File: config.mk
export PLATFORM = sky130hd
export DESIGN_NAME = sfc_top
export DESIGN_NICKNAME = d
export VERILOG_FILES = /design/src/common/sfc_pkg.sv /design/src/common/sfc_fmt_if.sv /design/src/verilog/sfc_prescale.sv /design/src/verilog/sfc_parity.sv /design/src/verilog/sfc_top.sv
export SDC_FILE = /design/constraint.sdc
export NUM_CORES = 1
export LEC_CHECK = 0
export ABC_AREA = 1
export BUFFER_PORTS_ARGS = -buffer_cell sky130_fd_sc_hd__buf_4
export CAP_MARGIN = 5
export CELL_PAD_IN_SITES_DETAIL_PLACEMENT = 1
export CELL_PAD_IN_SITES_GLOBAL_PLACEMENT = 1
export CORE_AREA = 2 2 117 119
export DETAILED_ROUTE_END_ITERATION = 8
export DIE_AREA = 0 0 119 121
export HOLD_SLACK_MARGIN = 0.03
export PLACE_DENSITY_LB_ADDON = 0.12
export REMOVE_ABC_BUFFERS = 1
export SLEW_MARGIN = 40
export SYNTH_ARGS = -nofsm -noshare
export SYNTH_HDL_FRONTEND = slang
export SYNTH_SLANG_ARGS = --single-unit
File: constraint.sdc
create_clock -name aclk -period 6.4 [get_ports aclk]
set_clock_uncertainty 0.2 [all_clocks]
set_input_delay 0.32 -clock aclk [delete_from_list [all_inputs] [get_ports aclk]]
set_output_delay 0.32 -clock aclk [all_outputs]
set_load 0.03 [all_outputs]
File: src/common/sfc_pkg.sv
package sfc_pkg;
  // ------------------------------------------------------------
  // Register map
  // ------------------------------------------------------------
  localparam logic [31:0] CFG_ADDR = 32'hfffffe00;
  localparam logic [31:0] STAT_ADDR = 32'hfffffe10;
  localparam logic [7:0] CFG_RESET = 8'h00;
  // ------------------------------------------------------------
  // Field positions
  // ------------------------------------------------------------
  localparam int SYNC_POS = 7;
  localparam int CHAR_POS = 6;
  localparam int PAR_ON_POS = 5;
  localparam int PAR_ODD_POS = 4;
  localparam int STOP_POS = 3;
  localparam int MP_POS = 2;
  localparam int PRE_HI_POS = 1;
  localparam int PRE_LO_POS = 0;
  // ------------------------------------------------------------
  // Bus answers and counts
  // ------------------------------------------------------------
  localparam logic [1:0] RESP_OKAY = 2'h0;
  localparam logic [1:0] RESP_DECERR = 2'h3;
  localparam logic [7:0] PRE_RESET = 8'h00;
  localparam logic [3:0] FRAME_START_BITS = 4'h1;
  localparam logic [3:0] DATA8_BITS = 4'h8;
  localparam logic [3:0] DATA7_BITS = 4'h7;
  typedef enum logic [1:0] {
    PRE_DIV4 = 2'b00,
    PRE_DIV16 = 2'b01,
    PRE_DIV64 = 2'b10,
    PRE_DIV256 = 2'b11
  } sfc_pre_type;
  typedef enum logic {
    RD_IDLE = 1'b0,
    RD_RESP = 1'b1
  } sfc_rd_type;
  // Last count of the prescaler for each setting
  function automatic logic [7:0] sfc_div_last(input logic [1:0] sel);
    case (sel)
      PRE_DIV4: sfc_div_last = 8'h03;
      PRE_DIV16: sfc_div_last = 8'h0f;
      PRE_DIV64: sfc_div_last = 8'h3f;
      default: sfc_div_last = 8'hff;
    endcase
  endfunction
endpackage

File: src/common/sfc_fmt_if.sv
`timescale 1ns/10ps
interface sfc_fmt_if;
  logic seven_bit;
  logic parity_on;
  logic parity_odd;
  logic [1:0] prescale_sel;
  logic tick;
  logic [7:0] pre_count;
  modport cfg (
    output seven_bit, parity_on, parity_odd, prescale_sel,
    input tick, pre_count
  );
  modport pre (input prescale_sel, output tick, pre_count);
  modport par (input seven_bit, parity_on, parity_odd);
endinterface

File: src/verilog/sfc_prescale.sv
`timescale 1ns/10ps
module sfc_prescale (
  input wire logic aclk,
  input wire logic aresetn,
  sfc_fmt_if.pre fmt
);
  import sfc_pkg::*;
  logic [7:0] count;
  logic [1:0] last_sel;
  wire logic [7:0] div_last = sfc_div_last(fmt.prescale_sel);
  wire logic sel_changed = last_sel != fmt.prescale_sel;
  wire logic wrap = count >= div_last;
  wire logic [7:0] next_count =
    (sel_changed || wrap) ? PRE_RESET : count + 8'h01;
  // ------------------------------------------------------------
  // Divide phi by 4, 16, 64 or 256
  // ------------------------------------------------------------
  always_ff @(posedge aclk) begin
    if (!aresetn) begin
      count <= PRE_RESET;
      last_sel <= PRE_DIV4;
      fmt.tick <= 1'b0;
    end else begin
      count <= next_count;
      last_sel <= fmt.prescale_sel;
      fmt.tick <= wrap && !sel_changed;
    end
  end
  assign fmt.pre_count = count;
endmodule

File: src/verilog/sfc_parity.sv
`timescale 1ns/10ps
module sfc_parity (
  input wire logic aclk,
  input wire logic aresetn,
  sfc_fmt_if.par fmt,
  input wire logic [7:0] tx_data,
  input wire logic [7:0] rx_data,
  input wire logic rx_parity,
  output logic tx_parity_bit,
  output logic rx_parity_err
);
  import sfc_pkg::*;
  // Seven-bit characters leave bit 7 out of the sum
  wire logic [7:0] char_mask = fmt.seven_bit ? 8'h7f : 8'hff;
  wire logic tx_sum = ^(tx_data & char_mask) ^ fmt.parity_odd;
  wire logic rx_sum = ^(rx_data & char_mask) ^ fmt.parity_odd;
  // ------------------------------------------------------------
  // Generate and check parity
  // ------------------------------------------------------------
  always_ff @(posedge aclk) begin
    if (!aresetn) begin
      tx_parity_bit <= 1'b0;
      rx_parity_err <= 1'b0;
    end else begin
      tx_parity_bit <= fmt.parity_on & tx_sum;
      rx_parity_err <= fmt.parity_on & (rx_sum != rx_parity);
    end
  end
endmodule

File: src/verilog/sfc_top.sv
`timescale 1ns/10ps
module sfc_top (
  input wire logic aclk,
  input wire logic aresetn,
  input wire logic [31:0] s_axil_awaddr,
  input wire logic [2:0] s_axil_awprot,
  input wire logic s_axil_awvalid,
  output logic s_axil_awready,
  input wire logic [31:0] s_axil_wdata,
  input wire logic [3:0] s_axil_wstrb,
  input wire logic s_axil_wvalid,
  output logic s_axil_wready,
  output logic [1:0] s_axil_bresp,
  output logic s_axil_bvalid,
  input wire logic s_axil_bready,
  input wire logic [31:0] s_axil_araddr,
  input wire logic [2:0] s_axil_arprot,
  input wire logic s_axil_arvalid,
  output logic s_axil_arready,
  output logic [31:0] s_axil_rdata,
  output logic [1:0] s_axil_rresp,
  output logic s_axil_rvalid,
  input wire logic s_axil_rready,
  input wire logic [7:0] tx_data,
  input wire logic [7:0] rx_data,
  input wire logic rx_parity,
  output logic sync_mode,
  output logic char_len_sel,
  output logic parity_on,
  output logic parity_odd,
  output logic two_stop,
  output logic multiproc_fmt_sel,
  output logic prescale_sel_hi,
  output logic prescale_sel_lo,
  output logic [3:0] frame_bits,
  output logic baud_tick,
  output logic tx_parity_bit,
  output logic rx_parity_err
);
  import sfc_pkg::*;

  // ------------------------------------------------------------
  // Storage
  // ------------------------------------------------------------
  logic [7:0] serial_frame_config;
  logic aw_held;
  logic w_held;
  logic [31:0] aw_addr;
  logic [31:0] w_data;
  logic [3:0] w_strb;
  sfc_rd_type rd_state;
  sfc_fmt_if fmt ();

  // ------------------------------------------------------------
  // Write channel decode
  // ------------------------------------------------------------
  wire logic aw_fire = s_axil_awvalid && s_axil_awready;
  wire logic w_fire = s_axil_wvalid && s_axil_wready;
  wire logic have_aw = aw_held || aw_fire;
  wire logic have_w = w_held || w_fire;
  wire logic do_write = have_aw && have_w && !s_axil_bvalid;
  wire logic [31:0] wr_addr = aw_held ? aw_addr : s_axil_awaddr;
  wire logic [31:0] wr_data = w_held ? w_data : s_axil_wdata;
  wire logic [3:0] wr_strb = w_held ? w_strb : s_axil_wstrb;
  wire logic wr_cfg = wr_addr == CFG_ADDR;
  wire logic wr_stat = wr_addr == STAT_ADDR;
  wire logic wr_hit = wr_cfg || wr_stat;
  wire logic cfg_load = do_write && wr_cfg && wr_strb[0];
  wire logic [1:0] next_bresp = wr_hit ? RESP_OKAY : RESP_DECERR;
  wire logic [7:0] next_cfg =
    cfg_load ? wr_data[7:0] : serial_frame_config;

  assign s_axil_awready = !aw_held && !s_axil_bvalid;
  assign s_axil_wready = !w_held && !s_axil_bvalid;

  // ------------------------------------------------------------
  // Read channel decode
  // ------------------------------------------------------------
  wire logic ar_fire = s_axil_arvalid && s_axil_arready;
  wire logic rd_cfg = s_axil_araddr == CFG_ADDR;
  wire logic rd_stat = s_axil_araddr == STAT_ADDR;
  wire logic [31:0] stat_word = {16'h0000, fmt.pre_count, 4'h0, frame_bits};
  wire logic [31:0] next_rdata =
    rd_cfg ? {24'h000000, serial_frame_config} :
    rd_stat ? stat_word : 32'h00000000;
  wire logic [1:0] next_rresp =
    (rd_cfg || rd_stat) ? RESP_OKAY : RESP_DECERR;

  assign s_axil_arready = rd_state == RD_IDLE;
  assign s_axil_rvalid = rd_state == RD_RESP;

  // ------------------------------------------------------------
  // Write address and data capture
  // ------------------------------------------------------------
  always_ff @(posedge aclk) begin
    if (!aresetn) begin
      aw_held <= 1'b0;
      aw_addr <= 32'h00000000;
    end else if (do_write) begin
      aw_held <= 1'b0;
    end else if (aw_fire) begin
      aw_held <= 1'b1;
      aw_addr <= s_axil_awaddr;
    end
  end

  always_ff @(posedge aclk) begin
    if (!aresetn) begin
      w_held <= 1'b0;
      w_data <= 32'h00000000;
      w_strb <= 4'h0;
    end else if (do_write) begin
      w_held <= 1'b0;
    end else if (w_fire) begin
      w_held <= 1'b1;
      w_data <= s_axil_wdata;
      w_strb <= s_axil_wstrb;
    end
  end

  // ------------------------------------------------------------
  // Write response
  // ------------------------------------------------------------
  always_ff @(posedge aclk) begin
    if (!aresetn) begin
      s_axil_bvalid <= 1'b0;
      s_axil_bresp <= RESP_OKAY;
    end else if (do_write) begin
      s_axil_bvalid <= 1'b1;
      s_axil_bresp <= next_bresp;
    end else if (s_axil_bready) begin
      s_axil_bvalid <= 1'b0;
    end
  end

  // ------------------------------------------------------------
  // Frame mode register
  // ------------------------------------------------------------
  always_ff @(posedge aclk) begin
    if (!aresetn) begin
      serial_frame_config <= CFG_RESET;
    end else begin
      serial_frame_config <= next_cfg;
    end
  end

  // ------------------------------------------------------------
  // Read response
  // ------------------------------------------------------------
  always_ff @(posedge aclk) begin
    if (!aresetn) begin
      rd_state <= RD_IDLE;
      s_axil_rdata <= 32'h00000000;
      s_axil_rresp <= RESP_OKAY;
    end else begin
      case (rd_state)
        RD_IDLE: begin
          if (ar_fire) begin
            rd_state <= RD_RESP;
            s_axil_rdata <= next_rdata;
            s_axil_rresp <= next_rresp;
          end
        end
        RD_RESP: begin
          if (s_axil_rready) begin
            rd_state <= RD_IDLE;
          end
        end
        default: begin
          rd_state <= RD_IDLE;
        end
      endcase
    end
  end

  // ------------------------------------------------------------
  // Field outputs
  // ------------------------------------------------------------
  assign sync_mode = serial_frame_config[SYNC_POS];
  assign char_len_sel = serial_frame_config[CHAR_POS];
  assign parity_on = serial_frame_config[PAR_ON_POS];
  assign parity_odd = serial_frame_config[PAR_ODD_POS];
  assign two_stop = serial_frame_config[STOP_POS];
  assign multiproc_fmt_sel = serial_frame_config[MP_POS];
  assign prescale_sel_hi = serial_frame_config[PRE_HI_POS];
  assign prescale_sel_lo = serial_frame_config[PRE_LO_POS];

  assign fmt.seven_bit = char_len_sel;
  assign fmt.parity_on = parity_on;
  assign fmt.parity_odd = parity_odd;
  assign fmt.prescale_sel = {prescale_sel_hi, prescale_sel_lo};
  assign baud_tick = fmt.tick;

  // ------------------------------------------------------------
  // Frame length in bit times
  // ------------------------------------------------------------
  wire logic [3:0] data_bits =
    char_len_sel ? DATA7_BITS : DATA8_BITS;
  wire logic [3:0] par_bits = {3'h0, parity_on};
  wire logic [3:0] stop_bits = two_stop ? 4'h2 : 4'h1;
  wire logic [3:0] mp_bits = {3'h0, multiproc_fmt_sel};
  wire logic [3:0] async_bits =
    FRAME_START_BITS + data_bits + par_bits + stop_bits + mp_bits;
  // Clocked mode moves bare data bits only
  wire logic [3:0] next_frame_bits =
    sync_mode ? data_bits : async_bits;

  always_ff @(posedge aclk) begin
    if (!aresetn) begin
      frame_bits <= 4'h0;
    end else begin
      frame_bits <= next_frame_bits;
    end
  end

  // ------------------------------------------------------------
  // Submodules
  // ------------------------------------------------------------
  sfc_prescale u_prescale (
    .aclk(aclk),
    .aresetn(aresetn),
    .fmt(fmt.pre)
  );

  sfc_parity u_parity (
    .aclk(aclk),
    .aresetn(aresetn),
    .fmt(fmt.par),
    .tx_data(tx_data),
    .rx_data(rx_data),
    .rx_parity(rx_parity),
    .tx_parity_bit(tx_parity_bit),
    .rx_parity_err(rx_parity_err)
  );
endmodule

Yosys cells after proc, flatten, opt, wreduce, memory -nomap -nowiden:

Cells that the tools add are included.

* add/subtract/negate cells: 5
* magnitude comparators: 1
* eq/ne operators: 8
* multiplexer cells: 17
* bitwise operators: 9
* reduce and logical (&&, ||, !) cells: 28

Operators with widths (number)
* == test 32 bit, second input constant: 4
* two-way mux 16 bit: 2
* two-way mux 32 bit: 1
* one-hot mux 8 bit (3 select lines): 1
* bitwise AND 8 bit: 2
* two-way mux 8 bit: 2
* XOR reduction 8 bit: 2
* logical AND 1 bit: 10
* adder 4 x 1 -> 4 bit: 2
* adder 8 x 1 -> 8 bit, second input constant: 1
* >= comparator 8 bit: 1
* two-way mux 4 bit: 2
* two-way mux 2 bit: 3
* AND reduction 2 bit: 3
* logical OR 1 bit: 5
* two-way mux 1 bit: 5
* adder 1 x 4 -> 4 bit, first input constant: 1
* adder 4 x 2 -> 4 bit: 1
* zero test 1 bit: 4
* OR reduction 2 bit: 2
* NOT 1 bit: 3
* bitwise AND 1 bit: 2
* == test 2 x 1 -> 1 bit, second input constant: 1
* == test 2 bit, second input constant: 1
* other kinds (6): 7

* bits in registers: 106
* input port bits: 130
* output and inout bits: 56
* logic and storage cells: 85

Depth between registers and ports, before layout:

* depth after elaboration: 8
* depth in mapped cells: 12
* gate-level depth less buffers: 10

Hierarchy:

From an unflattened synthesis, not the netlist that was laid out.

* cells, all modules: 702
* area total of the unflattened synthesis: 4665.7 um^2

By module, submodules not included
* sfc_top: times used 1, cells an instance 560, area each 3753.6 um^2, seq. area each 1501.4 um^2
* sfc_prescale: times used 1, cells an instance 81, area each 596.8 um^2, seq. area each 220.2 um^2
* sfc_parity: times used 1, cells an instance 61, area each 315.3 um^2, seq. area each 40.0 um^2

Worst setup path after synthesis:

OpenSTA, ideal clock, no wires.

* path kind: register to register
* start: register serial_frame_config[6]
* end: register frame_bits[1]
* arrival time: 1934 ps
* slack: 4134 ps
* cell stages (with the launch flop): 8
* buffers on the path: 0
* clock period less this slack: 2266 ps
* cell sequence: dfxtp_1 > inv_1 > ha_1 > fa_1 > inv_1 > fa_1 > nand2_1 > a21oi_1

* word-level cells in the longest chain between the ends: 6

RTL lines
* start, declared: RTL line sfc_top.sv:45 `logic [7:0] serial_frame_config;`
* start signal, assigned: RTL line sfc_top.sv:143 `serial_frame_config <= next_cfg;`
* two-way mux 4 bit (*): RTL line sfc_top.sv:198 `char_len_sel ? DATA7_BITS : DATA8_BITS;`
* adder 1 x 4 -> 4 bit: RTL line sfc_top.sv:203 `FRAME_START_BITS + data_bits + par_bits + stop_bits + mp_bits;`
* adder 4 x 1 -> 4 bit: RTL line sfc_top.sv:203
* adder 4 x 2 -> 4 bit: RTL line sfc_top.sv:203
* adder 4 x 1 -> 4 bit: RTL line sfc_top.sv:203
* two-way mux 4 bit (*): RTL line sfc_top.sv:206 `sync_mode ? data_bits : async_bits;`
* end signal, assigned: RTL line sfc_top.sv:212 `frame_bits <= next_frame_bits;`
* end, declared: RTL line sfc_top.sv:35 `output logic [3:0] frame_bits,`

Mark *: on every way between the ends. The rest lies on a longest branch, timed or not.
A chain may end at the register's enable or synchronous reset.

Final worst setup path:

* start: register w_held
* end: register aw_addr[14]

* word-level cells in the longest chain between the ends: 8

RTL lines
* start, declared: RTL line sfc_top.sv:47 `logic w_held;`
* start signal, assigned: RTL line sfc_top.sv:109 `w_held <= 1'b0;`
* start signal, assigned: RTL line sfc_top.sv:113 `w_held <= 1'b0;`
* start signal, assigned: RTL line sfc_top.sv:115 `w_held <= 1'b1;`
* zero test 1 bit: RTL line sfc_top.sv:74 `assign s_axil_wready = !w_held && !s_axil_bvalid;`
* logical AND 1 bit: RTL line sfc_top.sv:74
* logical AND 1 bit: RTL line sfc_top.sv:58 `wire logic w_fire = s_axil_wvalid && s_axil_wready;`
* logical OR 1 bit (*): RTL line sfc_top.sv:60 `wire logic have_w = w_held || w_fire;`
* logical AND 1 bit (*) (2 in a row): RTL line sfc_top.sv:61 `wire logic do_write = have_aw && have_w && !s_axil_bvalid;`
* NOT 1 bit (no source line) (*)
* AND reduction 2 bit (no source line) (*)
* end signal, assigned: RTL line sfc_top.sv:103 `aw_addr <= s_axil_awaddr;`
* end, declared: RTL line sfc_top.sv:48 `logic [31:0] aw_addr;`

Marks and branches as above.

==> flow_summary.ini <==
[status]
status = completed

[pwr]
p_sw_uw = 399
switching_share_pct = 28.2
power_leakage_nw = 2.84
combPwrFrac_pct = 17.9
ir_worst_vdd_v = 0.0000956
p_seq_share_pct = 43.8
power.total_mw = 1.41
p_int_mw = 1.02
power_density_nw_per_um2 = 240
clock_power_share_pct = 38.2

[synth]
synth_cell_types = 35
synth_enable_flop_cells = 0
synth_area_per_cell_um2 = 6.80
ys_seq_area_share_pct = 39.4
synth-seq-cells = 88
yosys_warnings = 0
syn_area_um2 = 4470
async_flop_share_pct = 0
synth_ff_type = dfxtp_1
syn_inst = 658

[drt]
antenna_left = 0
drc = 0
firstDrtPassIters = 4
wirelength_um = 12400
vias = 4498
drt_iter0_drc = 87
wl_per_cell_um = 12.8
via_per_inst = 4.66

[critical_path]
cpLargestDelayFamily = buffers and inverters
worstPathMaxFanout = 33
path_class = flop to flop
reg2reg_slack_ns = 4.05
r2r-end = aw_addr[14]$_SDFFE_PN0P_
rr_worst_depth = 8
cp.required_ns = 6.41
path_buf_inv = 4
crit_top_cell = inv_1
start_kind = flop
worstSetupEndpointType = flop
reg2reg_from = w_held$_SDFFE_PP0P_
max_stage_delay_ns = 0.72
crit_slowest_cell = dfxtp_1
crit_chain = inv_1, o21ai_1, inv_1, nand2_1, buf_4, inv_2, o21ai_0, a21oi_1
cp.arrival_ns = 2.36

[min_path]
min_path_cells = 3
min_from = s_axil_awaddr[6]
worst_hold_path_type = input port to flop
holdPathEnd = aw_addr[6]$_SDFFE_PN0P_

[floorplanning]
start_util_pct = 34.2
die_h_um = 121
floorplan.die_area_um2 = 14400
ios = 186
die_w_um = 119
num_rows = 42
core_um2 = 13100

[finish]
area_growth_pct = 31.5
fillCellCount = 1696
drive_above_1_share_pct = 20.4
diodes = 0
final_cell_mix = 137 x buf_4, 134 x nor2_1, 134 x nand2_1
final_common_cell = buf_4
multi_input_area_um2 = 2260
ff_latch_area_um2 = 1760
nets = 924

[timing]
post-route-period-util_pct = 36.8
fmax_mhz = 425
tightest_slew_ns = 0.761
grt_setup_unrepaired = false
setup_viol = 0
timing.final.max_slew_violations = 0
hold_ws_ns = 0.0380
relSlewSlack_pct = 49.2
tns_ns = 0
period_needed_ns = 2.35
hold_viol = 0

[grt]
grt_antenna_before_repair = 0
grt-ovfl-total = 0
grt_pass1_vias = 4651
grt_pass1_wl_um = 20700
grt_max_degree = 57
grtUsageTotal_pct = 17.5

[cts]
cts_max_level = 3
cts.sinks = 88
cts_tree = yes
clk_latency_ns = 0.34
clk_pin_slew_worst_paths_ns = 0.07
cts_made_buffers = 9
cts_root_buffer = clkbuf_16
max-clock-path-buffers = 2

[placement]
io_buffers = 136
hpwl_um = 9380
place.gp.congestion = 0.814

[job]
drv_cap = 0
-- logic make-up after synthesis --
| family | synth area share, % |
|---|---|
| buffers and inverters | 11.4 |
| DFF | 39.4 |
| adders and majority gates | 2.85 |
| xor gates and xnor gates | 3.72 |
| and+or+nand+nor | 32.6 |
| AOI/OAI and AO/OA | 10.0 |
| other | 0.0838 |
-- sequential cells by signal, indices dropped and copies added (netlist names) --
register,flops
w_data,8
s_axil_bvalid,1
u_prescale.fmt.tick,1
w_strb,1
s_axil_rresp,1
s_axil_rdata,16
w_held,1
u_parity.rx_parity_err,1
frame_bits,4
u_parity.tx_parity_bit,1
u_prescale.last_sel,2
s_axil_bresp,1
s_axil_rvalid,1
aw_addr,32
aw_held,1
serial_frame_config,8
u_prescale.fmt.pre_count,8
-- metal layers --
layer / global-route usage (%) / routed length, um
met5: 0 / 0
met4: 7.74 / 266
met3: 3.38 / 651
met2: 31.9 / 6100
met1: 19.9 / 5370
-- how the worst max path moves through the flow --
stage,from,end,slack [ns],depth (start not counted)
after floorplan,w_held$_SDFFE_PP0P_,aw_addr[10]$_SDFFE_PN0P_,4.06,7
after detailed placement,aresetn,u_prescale.fmt.pre_count[2]$_SDFF_PP0_,3.95,5
after global placement,w_held$_SDFFE_PP0P_,aw_addr[10]$_SDFFE_PN0P_,3.78,8
after CTS,w_held$_SDFFE_PP0P_,aw_addr[14]$_SDFFE_PN0P_,4.01,8
final,w_held$_SDFFE_PP0P_,aw_addr[14]$_SDFFE_PN0P_,4.05,8
after global routing,w_held$_SDFFE_PP0P_,aw_addr[14]$_SDFFE_PN0P_,3.77,8
-- cell usage after synthesis (all sizes together) (7+ instances only) --
| cell | count | area [um2] |
|---|---|---|
| xor2 | 12 | 105 |
| nand3 | 31 | 168 |
| ha | 7 | 87.6 |
| nand4 | 21 | 131 |
| clkbuf | 15 | 66.3 |
| xnor2 | 7 | 61.3 |
| nand2 | 135 | 509 |
| a21oi | 32 | 164 |
| buf | 26 | 189 |
| nor2 | 136 | 521 |
| nor3 | 12 | 60.1 |
| inv | 68 | 255 |
| dfxtp | 88 | 1760 |
| o21ai | 53 | 269 |
-- area by class of cell --
class,instances,share of cell area [%]
Inverter,68,4.34
Clock inverter,5,0.936
Sequential cell,88,30.0
Tap cell,176,3.74
Timing Repair Buffer,142,18.3
Clock buffer,11,4.30
Multi-Input combinational cell,476,38.4
-- power by group through the flow --
stage,registers [mW],logic (mW),clock network [mW]
after detailed placement,0.632,0.253,0
after CTS,0.620,0.258,0.558
after floorplan,0.638,0.133,0
after global placement,0.630,0.244,0
final,0.620,0.254,0.541
after global routing,0.626,0.288,0.574
-- metrics by stage --
step	util [%]	setup slack, ns	instances	area [um2]
after CTS	45.0	4.01	966	5880
after global routing	45.0	3.77	966	5880
after global placement	42.2	3.78	945	5520
after detailed placement	42.2	3.95	945	5520
final	45.0	4.05	966	5880
after floorplan	-	4.06	632	4280
-- worst reg2reg max path, stage by stage, from the launching register on --
cell and delay, ns:
dfxtp_1 0.72, inv_1 0.13, o21ai_1 0.16, inv_1 0.06
nand2_1 0.06, buf_4 0.28, inv_2 0.31, o21ai_0 0.25
a21oi_1 0.05
-- timing repair --
item,in CTS,in global routing
hold buffers,5,0
gates resized for setup,0,0
hold endpoints to repair,5,0
setup buffers,0,0
No activity file was read; power rests on OpenSTA's default activity.
